$ cat src/debounce_pkg.sv
// Package with register map, field positions, reset values and timing counts
// Overview of operation
// - Sample the pin once per millisecond tick
// - Report new level after configurable stable time
// - Count each debounced level change
// - Millisecond duration in state, restarts on change
// - Inversion reports true while pin low
// - Optional internal pull-up enable output
package debounce_pkg;
  localparam int unsigned CLK_HZ = 100_000_000;
  localparam int unsigned TICK_PERIOD_US = 1000;
  localparam int unsigned TICK_CYCLES = CLK_HZ / 1_000_000 * TICK_PERIOD_US;
  localparam int unsigned SAMPLE_RATE_HZ = 1000;
  localparam logic [3:0] ADDR_CTRL = 4'h0;
  localparam logic [3:0] ADDR_STATUS = 4'h1;
  localparam logic [3:0] ADDR_COUNT = 4'h2;
  localparam logic [3:0] ADDR_DURATION = 4'h3;
  localparam logic [3:0] ADDR_IRQ_STATUS = 4'h4;
  localparam logic [3:0] ADDR_IRQ_MASK = 4'h5;
  localparam int CTRL_INVERT_BIT = 0;
  localparam int CTRL_PULLUP_BIT = 1;
  localparam int CTRL_STABLE_LSB = 8;
  localparam int CTRL_STABLE_W = 8;
  localparam logic [7:0] STABLE_MS_RESET = 8'h0A;
  localparam int IRQ_RISE_BIT = 0;
  localparam int IRQ_FALL_BIT = 1;
  localparam int IRQ_W = 2;
  localparam logic [31:0] UNMAPPED_READ = 32'h0000_0000;
endpackage

$ cat src/debounce_core_if.sv
// Interface between register front end and debounce filter
interface debounce_core_if;
  logic tick;
  logic [7:0] stable_ms;
  logic level;
  logic changed;
  modport ctrl (output tick, output stable_ms, input level, input changed);
  modport core (input tick, input stable_ms, output level, output changed);
endinterface

$ cat src/debounced_switch_input.sv
// Top of the debounced switch input with register port and interrupt
//
// The register addresses and strobed register access were decided locally.
module debounced_switch_input #(
  parameter int unsigned TICK_CYCLES = debounce_pkg::TICK_CYCLES
) (
  input wire logic i_ref_clk,
  input wire logic i_rst,
  input wire logic i_pin,
  input wire logic [3:0] i_addr,
  input wire logic [31:0] i_wdata,
  input wire logic i_wr,
  input wire logic i_rd,
  output logic [31:0] o_rdata,
  output logic o_pullup_en,
  output logic o_level,
  output logic o_irq
);
  debounce_core_if cif ();
  logic pin_meta;
  logic pin_sync;
  logic [16:0] tick_cnt;
  logic invert;
  logic [7:0] stable_ms;
  logic [15:0] trans_count;
  logic [31:0] duration_ms;
  logic [debounce_pkg::IRQ_W-1:0] irq_status;
  logic [debounce_pkg::IRQ_W-1:0] irq_mask;
  logic [debounce_pkg::IRQ_W-1:0] irq_event;
  logic count_read;

  // Two-stage synchroniser; only the second stage is read
  always_ff @(posedge i_ref_clk) begin
    if (i_rst) begin
      pin_meta <= 1'b1;
      pin_sync <= 1'b1;
    end else begin
      pin_meta <= i_pin;
      pin_sync <= pin_meta;
    end
  end

  // Millisecond tick generator
  always_ff @(posedge i_ref_clk) begin
    if (i_rst) begin
      tick_cnt <= 17'h00000;
      cif.tick <= 1'b0;
    end else if (tick_cnt == 17'(TICK_CYCLES - 1)) begin
      tick_cnt <= 17'h00000;
      cif.tick <= 1'b1; // One sample per ms
    end else begin
      tick_cnt <= tick_cnt + 17'h00001;
      cif.tick <= 1'b0;
    end
  end

  assign cif.stable_ms = stable_ms;

  debounce_filter u_filter (
    .i_ref_clk(i_ref_clk),
    .i_rst(i_rst),
    .i_pin_sync(pin_sync),
    .bus(cif.core)
  );

  // Control register writes
  always_ff @(posedge i_ref_clk) begin
    if (i_rst) begin
      invert <= 1'b0;
      o_pullup_en <= 1'b0;
      stable_ms <= debounce_pkg::STABLE_MS_RESET;
    end else if (i_wr && i_addr == debounce_pkg::ADDR_CTRL) begin
      invert <= i_wdata[debounce_pkg::CTRL_INVERT_BIT];
      o_pullup_en <= i_wdata[debounce_pkg::CTRL_PULLUP_BIT];
      stable_ms <= i_wdata[debounce_pkg::CTRL_STABLE_LSB +: debounce_pkg::CTRL_STABLE_W];
    end
  end

  // Reported sense, optionally inverted
  always_ff @(posedge i_ref_clk) begin
    if (i_rst) begin
      o_level <= 1'b0;
    end else begin
      o_level <= cif.level ^ invert;
    end
  end

  assign count_read = i_rd && i_addr == debounce_pkg::ADDR_COUNT;

  // Transition counter; a change in the read cycle survives the clear
  always_ff @(posedge i_ref_clk) begin
    if (i_rst) begin
      trans_count <= 16'h0000;
    end else if (count_read) begin
      trans_count <= cif.changed ? 16'h0001 : 16'h0000;
    end else if (cif.changed) begin
      trans_count <= trans_count + 16'h0001;
    end
  end

  // Time in present state, saturating so it never wraps to a short value
  always_ff @(posedge i_ref_clk) begin
    if (i_rst) begin
      duration_ms <= 32'h0000_0000;
    end else if (cif.changed) begin
      duration_ms <= 32'h0000_0000;
    end else if (cif.tick && duration_ms != 32'hFFFF_FFFF) begin
      duration_ms <= duration_ms + 32'h0000_0001;
    end
  end

  // Sticky edge flags, write one to clear, set wins
  assign irq_event = {cif.changed & ~cif.level, cif.changed & cif.level};
  always_ff @(posedge i_ref_clk) begin
    if (i_rst) begin
      irq_status <= '0;
    end else if (i_wr && i_addr == debounce_pkg::ADDR_IRQ_STATUS) begin
      irq_status <= (irq_status & ~i_wdata[debounce_pkg::IRQ_W-1:0]) | irq_event;
    end else begin
      irq_status <= irq_status | irq_event;
    end
  end

  always_ff @(posedge i_ref_clk) begin
    if (i_rst) begin
      irq_mask <= '0;
    end else if (i_wr && i_addr == debounce_pkg::ADDR_IRQ_MASK) begin
      irq_mask <= i_wdata[debounce_pkg::IRQ_W-1:0];
    end
  end

  always_ff @(posedge i_ref_clk) begin
    if (i_rst) begin
      o_irq <= 1'b0;
    end else begin
      o_irq <= |(irq_status & irq_mask);
    end
  end

  // Read data registered, valid the cycle after the strobe
  always_ff @(posedge i_ref_clk) begin
    if (i_rst) begin
      o_rdata <= 32'h0000_0000;
    end else if (i_rd) begin
      case (i_addr)
        debounce_pkg::ADDR_CTRL: o_rdata <= {16'h0000, stable_ms, 6'h00, o_pullup_en, invert};
        debounce_pkg::ADDR_STATUS: o_rdata <= {30'h0, cif.level, o_level};
        debounce_pkg::ADDR_COUNT: o_rdata <= {16'h0000, trans_count};
        debounce_pkg::ADDR_DURATION: o_rdata <= duration_ms;
        debounce_pkg::ADDR_IRQ_STATUS: o_rdata <= {30'h0, irq_status};
        debounce_pkg::ADDR_IRQ_MASK: o_rdata <= {30'h0, irq_mask};
        default: o_rdata <= debounce_pkg::UNMAPPED_READ;
      endcase
    end else begin
      o_rdata <= 32'h0000_0000;
    end
  end
endmodule // debounced_switch_input

$ cat src/debounce_filter.sv
// Debounce filter: stable-time counter and settled level
module debounce_filter (
  input wire logic i_ref_clk,
  input wire logic i_rst,
  input wire logic i_pin_sync,
  debounce_core_if.core bus
);
  logic [7:0] stable_cnt;
  logic sample;

  // Sample taken only on the millisecond tick
  always_ff @(posedge i_ref_clk) begin
    if (i_rst) begin
      sample <= 1'b1;
    end else if (bus.tick) begin
      sample <= i_pin_sync;
    end
  end

  // Count consecutive ticks that disagree with the settled level
  always_ff @(posedge i_ref_clk) begin
    if (i_rst) begin
      stable_cnt <= 8'h00;
      bus.level <= 1'b1;
      bus.changed <= 1'b0;
    end else begin
      bus.changed <= 1'b0;
      if (bus.tick) begin
        if (sample == bus.level) begin
          stable_cnt <= 8'h00; // Short excursion discarded
        end else if (stable_cnt + 8'h01 >= bus.stable_ms) begin
          bus.level <= sample;
          bus.changed <= 1'b1;
          stable_cnt <= 8'h00;
        end else begin
          stable_cnt <= stable_cnt + 8'h01;
        end
      end
    end
  end
endmodule // debounce_filter

$ cat config.mk
export PLATFORM = sky130hd
export DESIGN_NAME = debounced_switch_input
export DESIGN_NICKNAME = d
export VERILOG_FILES = /design/src/debounce_pkg.sv /design/src/debounce_core_if.sv /design/src/debounced_switch_input.sv /design/src/debounce_filter.sv
export SDC_FILE = /design/constraint.sdc
export NUM_CORES = 1
export LEC_CHECK = 0
export ABC_CLOCK_PERIOD_IN_PS = 4500
export BUFFER_PORTS_ARGS = -buffer_cell sky130_fd_sc_hd__buf_4
export CAP_MARGIN = 10
export CORE_MARGIN = 4
export CORE_UTILIZATION = 45
export CTS_CLUSTER_DIAMETER = 40
export DETAILED_ROUTE_END_ITERATION = 16
export PLACE_DENSITY = 0.66
export SKIP_LAST_GASP = 1
export SYNTH_ARGS = -nofsm -noshare
export SYNTH_HDL_FRONTEND = slang
export SYNTH_SLANG_ARGS = --single-unit
$ cat constraint.sdc
create_clock -name i_ref_clk -period 4.5 [get_ports i_ref_clk]
set_clock_uncertainty 0.1 [all_clocks]
set_input_delay 0.225 -clock i_ref_clk [delete_from_list [all_inputs] [get_ports i_ref_clk]]
set_output_delay 0.225 -clock i_ref_clk [all_outputs]
set_load 0.005 [all_outputs]
==> metrics.txt, run 1 <==
# TYPE chip_impl_metric gauge
chip_impl_info{name="status",value="completed"} 1
chip_impl_metric{name="drt_pre_antenna_iters",unit=""} 5
chip_impl_info{name="ordered_cell_list_for_the_critical_path",value="nand4_2 -> or4_4 -> or4_1 -> or3_1 -> a21oi_1"} 1
chip_impl_info{name="most_frequent_cells_after_synthesis",value="dfxtp_1 (127), nor2_1 (80), nand2_1 (67)"} 1
chip_impl_metric{name="final_report_max_slew_violation_count",unit=""} 0
chip_impl_metric{name="critical_path.max_stage_delay",unit="ns"} 0.66
chip_impl_info{name="post-synth-top-area-cell",value="dfxtp_1"} 1
chip_impl_metric{name="setup_total_negative_slack",unit="ns"} 0
chip_impl_metric{name="max-cap-violations",unit=""} 0
chip_impl_metric{name="dp_worst_setup_slack",unit="ns"} 1.90
chip_impl_metric{name="multi_input_comb_area",unit="um^2"} 2730
chip_impl_metric{name="syn_area_per_cell",unit="um^2"} 8.67
chip_impl_metric{name="avgViaCountPerCell",unit=""} 5.41
chip_impl_metric{name="ios",unit=""} 76
chip_impl_metric{name="setup-violations-final",unit=""} 0
chip_impl_metric{name="number_of_sinks_driven_by_the_clock_tree",unit=""} 127
chip_impl_info{name="end_kind",value="register"} 1
chip_impl_metric{name="p_total",unit="mW"} 2.60
chip_impl_metric{name="largest_net_degree_at_the_start_of_global_routing",unit=""} 32
chip_impl_metric{name="finish.instance_area",unit="um^2"} 6700
chip_impl_metric{name="area_delta_synth_final",unit="%"} 23.2
chip_impl_metric{name="grt_antenna_before_repair",unit=""} 0
chip_impl_metric{name="synth_async_sr_flop_share",unit="%"} 0
chip_impl_metric{name="post_synth_inst_count",unit=""} 627
chip_impl_metric{name="number_of_buffers_created_by_cts",unit=""} 17
chip_impl_metric{name="insertion_delay",unit="ns"} 0.43
chip_impl_metric{name="ctsResizeCount",unit=""} 0
chip_impl_metric{name="detailedPlacementHpwl",unit="um"} 8620
chip_impl_metric{name="h-tree-depth",unit=""} 4
chip_impl_info{name="setup_repair_after_global_routing_missed_its_margin",value="no"} 1
chip_impl_metric{name="ys_seq_area_share",unit="%"} 46.8
chip_impl_metric{name="worst_slew_pin_slew",unit="ns"} 1.07
chip_impl_info{name="cell_at_the_root_of_the_clock_tree",value="clkbuf_16"} 1
chip_impl_metric{name="period_minus_slack",unit="ns"} 2.62
chip_impl_metric{name="worst_ir_drop_vdd",unit="uV"} 292
chip_impl_metric{name="cp.buffers_inverters",unit=""} 0
chip_impl_metric{name="nFillCells",unit=""} 1027
chip_impl_metric{name="ys_warn_count",unit=""} 0
chip_impl_metric{name="die_area",unit="um^2"} 13900
chip_impl_metric{name="netlist_area",unit="um^2"} 5440
chip_impl_metric{name="detailedRoute.firstIterationViolations",unit=""} 385
chip_impl_metric{name="crit_required",unit="ns"} 4.74
chip_impl_metric{name="antenna_left",unit=""} 0
chip_impl_metric{name="period_share",unit="%"} 58.2
chip_impl_metric{name="synth.top_cell.area_share",unit="%"} 46.8
chip_impl_metric{name="synth.ff_latch_count",unit=""} 127
chip_impl_info{name="timing.critical_path.slowest_stage_cell",value="or4_1"} 1
chip_impl_metric{name="fin_nets",unit=""} 746
chip_impl_metric{name="layout-drive-gt1-share",unit="%"} 14.7
chip_impl_metric{name="final-hold-violation-count",unit=""} 0
chip_impl_metric{name="dieWidth",unit="um"} 118
chip_impl_info{name="synth_flop_cell",value="dfxtp_1"} 1
chip_impl_metric{name="numPortBuffers",unit=""} 53
chip_impl_metric{name="final-seq-area",unit="um^2"} 2540
chip_impl_metric{name="cts_max_path_bufs",unit=""} 2
chip_impl_info{name="post-synth-top-count-cell",value="dfxtp_1"} 1
chip_impl_info{name="timing.critical_path.max_delay_family",value="simple AND/OR/NAND/NOR gates"} 1
chip_impl_metric{name="postSynthNetCount",unit=""} 680
chip_impl_metric{name="post-cts-setup-buffer-count",unit=""} 0
chip_impl_metric{name="gr-total-overflow",unit=""} 0
chip_impl_info{name="timing.setup.critical_path_class",value="register to register"} 1
chip_impl_metric{name="detailed_place.area",unit="um^2"} 5970
chip_impl_metric{name="floorplan.rows",unit=""} 39
chip_impl_metric{name="wirelength",unit="um"} 12000
chip_impl_metric{name="synth.lib_cells_used.distinct",unit=""} 48
chip_impl_info{name="critPathLaunchType",value="register"} 1
chip_impl_metric{name="hold_buffers",unit=""} 11
chip_impl_metric{name="max_freq",unit="MHz"} 382
chip_impl_metric{name="place_inst",unit=""} 805
chip_impl_metric{name="floorplan.die.height",unit="um"} 118
chip_impl_metric{name="leakage",unit="nW"} 2.45
chip_impl_metric{name="post-route-worst-setup-slack",unit="ns"} 1.88
chip_impl_metric{name="groute.usage.overall",unit="%"} 18.2
chip_impl_metric{name="start_util",unit="%"} 46.8
chip_impl_metric{name="maxSlewHeadroom",unit="%"} 28.1
chip_impl_metric{name="clock_transition_at_the_registers_of_the_reported_paths",unit="ns"} 0.05
chip_impl_metric{name="powerDensity",unit="nW/um^2"} 388
chip_impl_metric{name="cp_data_arrival_time",unit="ns"} 2.86
chip_impl_metric{name="detailroute.via_count",unit=""} 4595
chip_impl_metric{name="antennaDiodeCount",unit=""} 0
chip_impl_info{name="synthTopCellsByArea",value="dfxtp_1 (47%), nor2_1 (5.5%), nand2_1 (4.6%)"} 1
chip_impl_metric{name="synth_edf_count",unit=""} 0
chip_impl_info{name="tritoncts",value="yes"} 1
chip_impl_metric{name="core",unit="um^2"} 11600
chip_impl_metric{name="non_filler_cells_final",unit=""} 849
chip_impl_metric{name="grt_pass1_wl",unit="um"} 20600
chip_impl_metric{name="gp_routability_congestion",unit=""} 0.816
chip_impl_metric{name="drc",unit=""} 0
chip_impl_metric{name="first_global_vias",unit=""} 4510
chip_impl_info{name="timing.hold.worst.class",value="primary input to register"} 1
chip_impl_metric{name="wire_per_inst",unit="um"} 14.1
chip_impl_metric{name="crit_path_max_fanout",unit=""} 7
sequential cells by signal (all words and copies together), names as in the netlist, 2 cells and up:
register             cells
duration_ms             32
o_rdata                 32
cif.stable_ms            8
irq_mask                 2
tick_cnt                17
irq_status               2
trans_count             16
u_filter.stable_cnt      8
layout by cell type (no fill, tap or decap), types with 2 or more instances in the layout:
| cell | instances |
|---|---|
| dfxtp_1 | 127 |
| nor2_1 | 80 |
| nand2_1 | 67 |
| buf_4 | 57 |
| a21oi_1 | 36 |
| o21ai_0 | 30 |
| xnor2_1 | 26 |
| inv_1 | 26 |
| nand3_1 | 24 |
| nand4_1 | 23 |
| xor2_1 | 22 |
| and2_1 | 19 |
| or3_1 | 17 |
| clkbuf_16 | 17 |
| ha_1 | 12 |
| dlygate4sd3_1 | 11 |
| a22oi_1 | 10 |
| a222oi_1 | 9 |
| and4_1 | 7 |
| and3_1 | 6 |
| nor3_1 | 5 |
| nor4_1 | 5 |
| mux2i_1 | 5 |
| or4_1 | 5 |
| a211oi_1 | 5 |
| clkinv_2 | 5 |
| o31ai_1 | 4 |
| or2_2 | 4 |
| bufinv_16 | 4 |
| nor4_2 | 3 |
| nor2b_1 | 3 |
| a2111oi_0 | 3 |
| clkbuf_1 | 3 |
| clkinvlp_4 | 3 |
| mux2_2 | 2 |
| a31oi_1 | 2 |
| o211ai_1 | 2 |
| nand4_2 | 2 |
| a31o_2 | 2 |
path summary, 6_finish.rpt:
path                                       from                to  slack (ns)  cells past startpoint
worst max register to register  duration_ms[10]   duration_ms[28]        1.88                      5
worst max-delay path            duration_ms[10]   duration_ms[28]        1.88                      5
worst min-delay path                      i_rst  cif.stable_ms[4]        0.06                      2
worst min register to register         pin_meta          pin_sync        0.31                      1
logic make-up after synthesis:
logic type / after synthesis / synth area share, %
buffers and inverters: 48 / 3.34
AO/OA/AOI/OAI: 106 / 12.2
AND/OR/NAND/NOR: 279 / 25.9
multiplexers: 7 / 1.33
XOR/XNOR: 48 / 7.73
flip-flops: 127 / 46.8
adder cells (fa/ha/maj): 12 / 2.76
layout make-up:
| type | instances | share of cell area (%) |
|---|---|---|
| multi-input cells | 452 | 40.8 |
| flip-flops and latches | 127 | 38.0 |
| repair buffers | 68 | 8.03 |
| clock buffers | 20 | 6.52 |
| well taps | 143 | 2.67 |
| clock inverters | 12 | 2.50 |
| inverters | 27 | 1.51 |
where the power goes:
| group | switching, mW | internal [mW] |
|---|---|---|
| sequential | 0.00503 | 1.13 |
| clock | 0.478 | 0.919 |
| combinational | 0.0368 | 0.0283 |
| total | 0.520 | 2.08 |
routing by layer:
layer	share of wire (%)	track usage (%)
met1	44	20.7
met2	49	30.7
met3	4.8	6.10
met4	1.8	8.50
met5	0	0
stage by stage:
stage / hold WS [ns] / utilization [%]
2_1_floorplan: 0.229 / -
3_3_place_gp: 0.295 / 51.4
3_5_place_dp: 0.294 / 51.4
4_1_cts: 0.0480 / 57.6
5_1_grt: 0.0454 / 57.7
6_report: 0.0603 / 57.7
(Power assumes the default switching activity.)
==> inputs of run 2 (changes only) <==
--- a/config.mk
+++ b/config.mk
@@ -5,14 +5,15 @@
 export SDC_FILE = /design/constraint.sdc
 export NUM_CORES = 1
 export LEC_CHECK = 0
-export ABC_CLOCK_PERIOD_IN_PS = 4500
+export ABC_AREA = 1
+export ABC_CLOCK_PERIOD_IN_PS = 2200
 export BUFFER_PORTS_ARGS = -buffer_cell sky130_fd_sc_hd__buf_4
 export CAP_MARGIN = 10
 export CORE_MARGIN = 4
 export CORE_UTILIZATION = 45
 export CTS_CLUSTER_DIAMETER = 40
 export DETAILED_ROUTE_END_ITERATION = 16
-export PLACE_DENSITY = 0.66
+export PLACE_DENSITY = 0.68
 export SKIP_LAST_GASP = 1
 export SYNTH_ARGS = -nofsm -noshare
 export SYNTH_HDL_FRONTEND = slang
==> constraint.sdc (replaced) <==
create_clock -name i_ref_clk -period 2.2 [get_ports i_ref_clk]
set_clock_uncertainty 0.1 [all_clocks]
set_input_delay 0.11 -clock i_ref_clk [delete_from_list [all_inputs] [get_ports i_ref_clk]]
set_output_delay 0.11 -clock i_ref_clk [all_outputs]
set_load 0.005 [all_outputs]
==> run 2 against run 1 <==
Power is 110% higher. Worst setup slack worse by 1.8 ns. Die area is 12% higher. Maximum frequency is 25% higher. Sequential share of layout area is 4.5 points lower. Wire length is 32% higher.
==> metrics.txt, run 2 <==
# TYPE chip_impl_metric gauge
chip_impl_info{name="status",value="completed"} 1
chip_impl_metric{name="finish.instance_area",unit="um^2"} 7630
chip_impl_metric{name="met1_usage",unit="%"} 28.8
chip_impl_metric{name="drt_pre_antenna_iters",unit=""} 6
chip_impl_info{name="synthTopCellsByArea",value="dfxtp_1 (41%), nand2_1 (15%), nor2_1 (7.1%)"} 1
chip_impl_metric{name="netlist_area",unit="um^2"} 6160
chip_impl_metric{name="detailed_place.area",unit="um^2"} 6810
chip_impl_metric{name="area_delta_synth_final",unit="%"} 23.9
chip_impl_metric{name="ios",unit=""} 76
chip_impl_metric{name="crit_path_max_fanout",unit=""} 5
chip_impl_metric{name="syn_area_per_cell",unit="um^2"} 6.84
chip_impl_info{name="timing.setup.critical_path_class",value="register to register"} 1
chip_impl_info{name="end_kind",value="register"} 1
chip_impl_info{name="mostFrequentLayoutCells",value="nand2_1 (252), dfxtp_1 (123), nor2_1 (113)"} 1
chip_impl_metric{name="whs",unit="ns"} 0.0232
chip_impl_metric{name="antennaDiodeCount",unit=""} 0
chip_impl_metric{name="largest_net_degree_at_the_start_of_global_routing",unit=""} 26
chip_impl_metric{name="die_area",unit="um^2"} 15600
chip_impl_info{name="setup_repair_after_global_routing_missed_its_margin",value="no"} 1
chip_impl_metric{name="groute.usage.overall",unit="%"} 20.5
chip_impl_metric{name="h-tree-depth",unit=""} 4
chip_impl_info{name="post-synth-top-area-cell",value="dfxtp_1"} 1
chip_impl_metric{name="cts_max_path_bufs",unit=""} 2
chip_impl_metric{name="synth_async_sr_flop_share",unit="%"} 0
chip_impl_metric{name="period_share",unit="%"} 94.9
chip_impl_metric{name="worst_ir_drop_vdd",unit="uV"} 537
chip_impl_metric{name="synth_edf_count",unit=""} 0
chip_impl_metric{name="clock_transition_at_the_registers_of_the_reported_paths",unit="ns"} 0.06
chip_impl_info{name="most_frequent_cells_after_synthesis",value="nand2_1 (252), dfxtp_1 (127), nor2_1 (116)"} 1
chip_impl_metric{name="ys_seq_area_share",unit="%"} 41.3
chip_impl_metric{name="final_report_max_slew_violation_count",unit=""} 0
chip_impl_metric{name="post-cts-setup-buffer-count",unit=""} 0
chip_impl_metric{name="final-seq-area",unit="um^2"} 2550
chip_impl_metric{name="hold_path_depth",unit=""} 3
chip_impl_metric{name="maxSlewHeadroom",unit="%"} 49.1
chip_impl_metric{name="numPortBuffers",unit=""} 53
chip_impl_metric{name="floorplan.rows",unit=""} 42
chip_impl_metric{name="rr_worst_depth",unit=""} 14
chip_impl_metric{name="start_util",unit="%"} 46.3
chip_impl_info{name="synth_flop_cell",value="dfxtp_1"} 1
chip_impl_metric{name="first_global_vias",unit=""} 5249
chip_impl_metric{name="grt_pass1_wl",unit="um"} 26100
chip_impl_metric{name="reg2reg_slack",unit="ns"} 0.11
chip_impl_metric{name="gp_routability_congestion",unit=""} 0.939
chip_impl_metric{name="synth.top_cell.area_share",unit="%"} 41.3
chip_impl_metric{name="detailedRoute.firstIterationViolations",unit=""} 530
chip_impl_metric{name="post-route-worst-setup-slack",unit="ns"} 0.113
chip_impl_metric{name="grt_antenna_before_repair",unit=""} 0
chip_impl_metric{name="grtUsageMet3",unit="%"} 5.03
chip_impl_info{name="tritoncts",value="yes"} 1
chip_impl_info{name="min_delay_worst_endpoint",value="irq_mask[1]"} 1
chip_impl_metric{name="setup_total_negative_slack",unit="ns"} 0
chip_impl_metric{name="detailedPlacementHpwl",unit="um"} 11200
chip_impl_info{name="layout_top_registers",value="duration_ms (32), o_rdata (32), tick_cnt (17)"} 1
chip_impl_metric{name="ys_warn_count",unit=""} 0
chip_impl_metric{name="final_core_utilization",unit="%"} 57.4
chip_impl_info{name="post-synth-top-count-cell",value="nand2_1"} 1
chip_impl_metric{name="place_inst",unit=""} 1127
chip_impl_metric{name="drc",unit=""} 0
chip_impl_metric{name="dieWidth",unit="um"} 125
chip_impl_info{name="r2r-end",value="u_filter.bus.level"} 1
chip_impl_metric{name="insertion_delay",unit="ns"} 0.42
chip_impl_metric{name="number_of_buffers_created_by_cts",unit=""} 17
chip_impl_info{name="timing.hold.worst.class",value="primary input to register"} 1
chip_impl_metric{name="wirelength",unit="um"} 15700
chip_impl_metric{name="synth.lib_cells_used.distinct",unit=""} 32
chip_impl_metric{name="dp_worst_setup_slack",unit="ns"} 0.0660
chip_impl_metric{name="crit_required",unit="ns"} 2.41
chip_impl_metric{name="detailroute.via_count",unit=""} 5885
chip_impl_metric{name="leakage",unit="nW"} 3.02
chip_impl_metric{name="max_freq",unit="MHz"} 479
chip_impl_metric{name="p_total",unit="mW"} 5.44
chip_impl_metric{name="non_filler_cells_final",unit=""} 1176
chip_impl_info{name="holdCritStartpoint",value="i_addr[0]"} 1
chip_impl_metric{name="fin_nets",unit=""} 1040
chip_impl_metric{name="nFillCells",unit=""} 1261
chip_impl_metric{name="avgViaCountPerCell",unit=""} 5.00
chip_impl_metric{name="global_route.usage.met2",unit="%"} 31.7
chip_impl_info{name="cell_at_the_root_of_the_clock_tree",value="clkbuf_16"} 1
chip_impl_metric{name="powerDensity",unit="nW/um^2"} 713
chip_impl_info{name="layout_commonest_cell",value="nand2_1"} 1
chip_impl_metric{name="core",unit="um^2"} 13300
chip_impl_metric{name="layout-drive-gt1-share",unit="%"} 14.3
chip_impl_metric{name="max-cap-violations",unit=""} 0
chip_impl_metric{name="period_minus_slack",unit="ns"} 2.09
chip_impl_info{name="critPathLaunchType",value="register"} 1
chip_impl_metric{name="cp_data_arrival_time",unit="ns"} 2.29
chip_impl_metric{name="floorplan.die.height",unit="um"} 125
chip_impl_metric{name="multi_input_comb_area",unit="um^2"} 3090
chip_impl_metric{name="gr-total-overflow",unit=""} 0
chip_impl_metric{name="antenna_left",unit=""} 0
chip_impl_metric{name="setup-violations-final",unit=""} 0
chip_impl_metric{name="post_synth_inst_count",unit=""} 900
chip_impl_info{name="r2r-start",value="u_filter.stable_cnt[0]"} 1
chip_impl_metric{name="wire_per_inst",unit="um"} 13.4
chip_impl_metric{name="synth.ff_latch_count",unit=""} 127
chip_impl_metric{name="final-hold-violation-count",unit=""} 0
chip_impl_metric{name="number_of_sinks_driven_by_the_clock_tree",unit=""} 127
chip_impl_metric{name="worst_slew_pin_slew",unit="ns"} 0.761
chip_impl_info{name="top_usage_layer",value="met2"} 1
chip_impl_metric{name="postSynthNetCount",unit=""} 953
[run 2: cell count changes in the layout (fill, tap and decap cells not counted), moves of 10 or more]
cell / delta
buf_4: +13
a21oi_1: +30
a22oi_1: -10
nand3_1: +19
inv_1: +83
xnor2_1: -19
and2_1: -19
nor3_1: +23
or3_1: -17
a21oi_2: +10
nor2_1: +33
nand2_1: +185
[run 2: worst max-delay path by stage]
| stage | slack [ns] | startpoint | cells after the start | end |
|---|---|---|---|---|
| after floorplan | 0.14 | u_filter.stable_cnt[0] | 14 | u_filter.bus.level |
| final | 0.11 | u_filter.stable_cnt[0] | 14 | u_filter.bus.level |
| after global placement | 0.11 | u_filter.stable_cnt[0] | 14 | u_filter.bus.level |
| after global routing | 0.004 | u_filter.stable_cnt[0] | 14 | u_filter.bus.level |
| after CTS | 0.05 | u_filter.stable_cnt[0] | 13 | u_filter.bus.level |
| after detailed placement | 0.07 | u_filter.stable_cnt[0] | 13 | u_filter.bus.level |
[run 2: cell families after synthesis]
| logic type | after synthesis | synth area share (%) |
|---|---|---|
| compound gates | 126 | 11.3 |
| xor+xnor | 20 | 2.84 |
| fa+ha+maj | 12 | 2.44 |
| buf+inv | 132 | 8.62 |
| flops | 127 | 41.3 |
| simple gates | 483 | 33.5 |
[run 2: what timing repair did]
action                                 in CTS  in global routing
setup endpoints to repair                   0                 10
gates resized for setup                     0                  9
hold buffers                               17                  0
endpoints found under the hold margin      27                  0
[run 2: power by group]
group,switching [mW],leakage (nW),internal [mW]
combinational,0.0997,1.69,0.0690
clock,1.02,0.309,1.93
sequential,0.00609,1.03,2.31
[run 2: layer usage]
layer / vias to the layer above / part of all wire (%) / wire length, um
li1: 3049 / - / -
met1: 2655 / 48 / 7480
met2: 163 / 45 / 7150
met3: 18 / 5.8 / 906
met4: 0 / 1.2 / 193
met5: - / 0 / 0
[run 2: worst max-delay path, cell delays in order, from the launching register on]
cell and delay (ns):
dfxtp_4 0.37, ha_2 0.19, nand2_1 0.05, inv_1 0.09
nand3_1 0.07, nand2_1 0.06, nand2_1 0.06, ha_1 0.27
nand2_1 0.06, o21a_1 0.20, buf_4 0.15, nand2_1 0.09
nand2_1 0.08, nand2_1 0.08, nand3_1 0.05
[run 2: area by class of cell]
| cell class | count | area share (%) |
|---|---|---|
| clock inverter | 9 | 1.71 |
| sequential | 127 | 33.4 |
| timing repair buffer | 88 | 9.38 |
| inverter | 112 | 5.51 |
| multi-input combinational | 641 | 40.6 |
| tap | 176 | 2.89 |
| clock buffer | 23 | 6.53 |
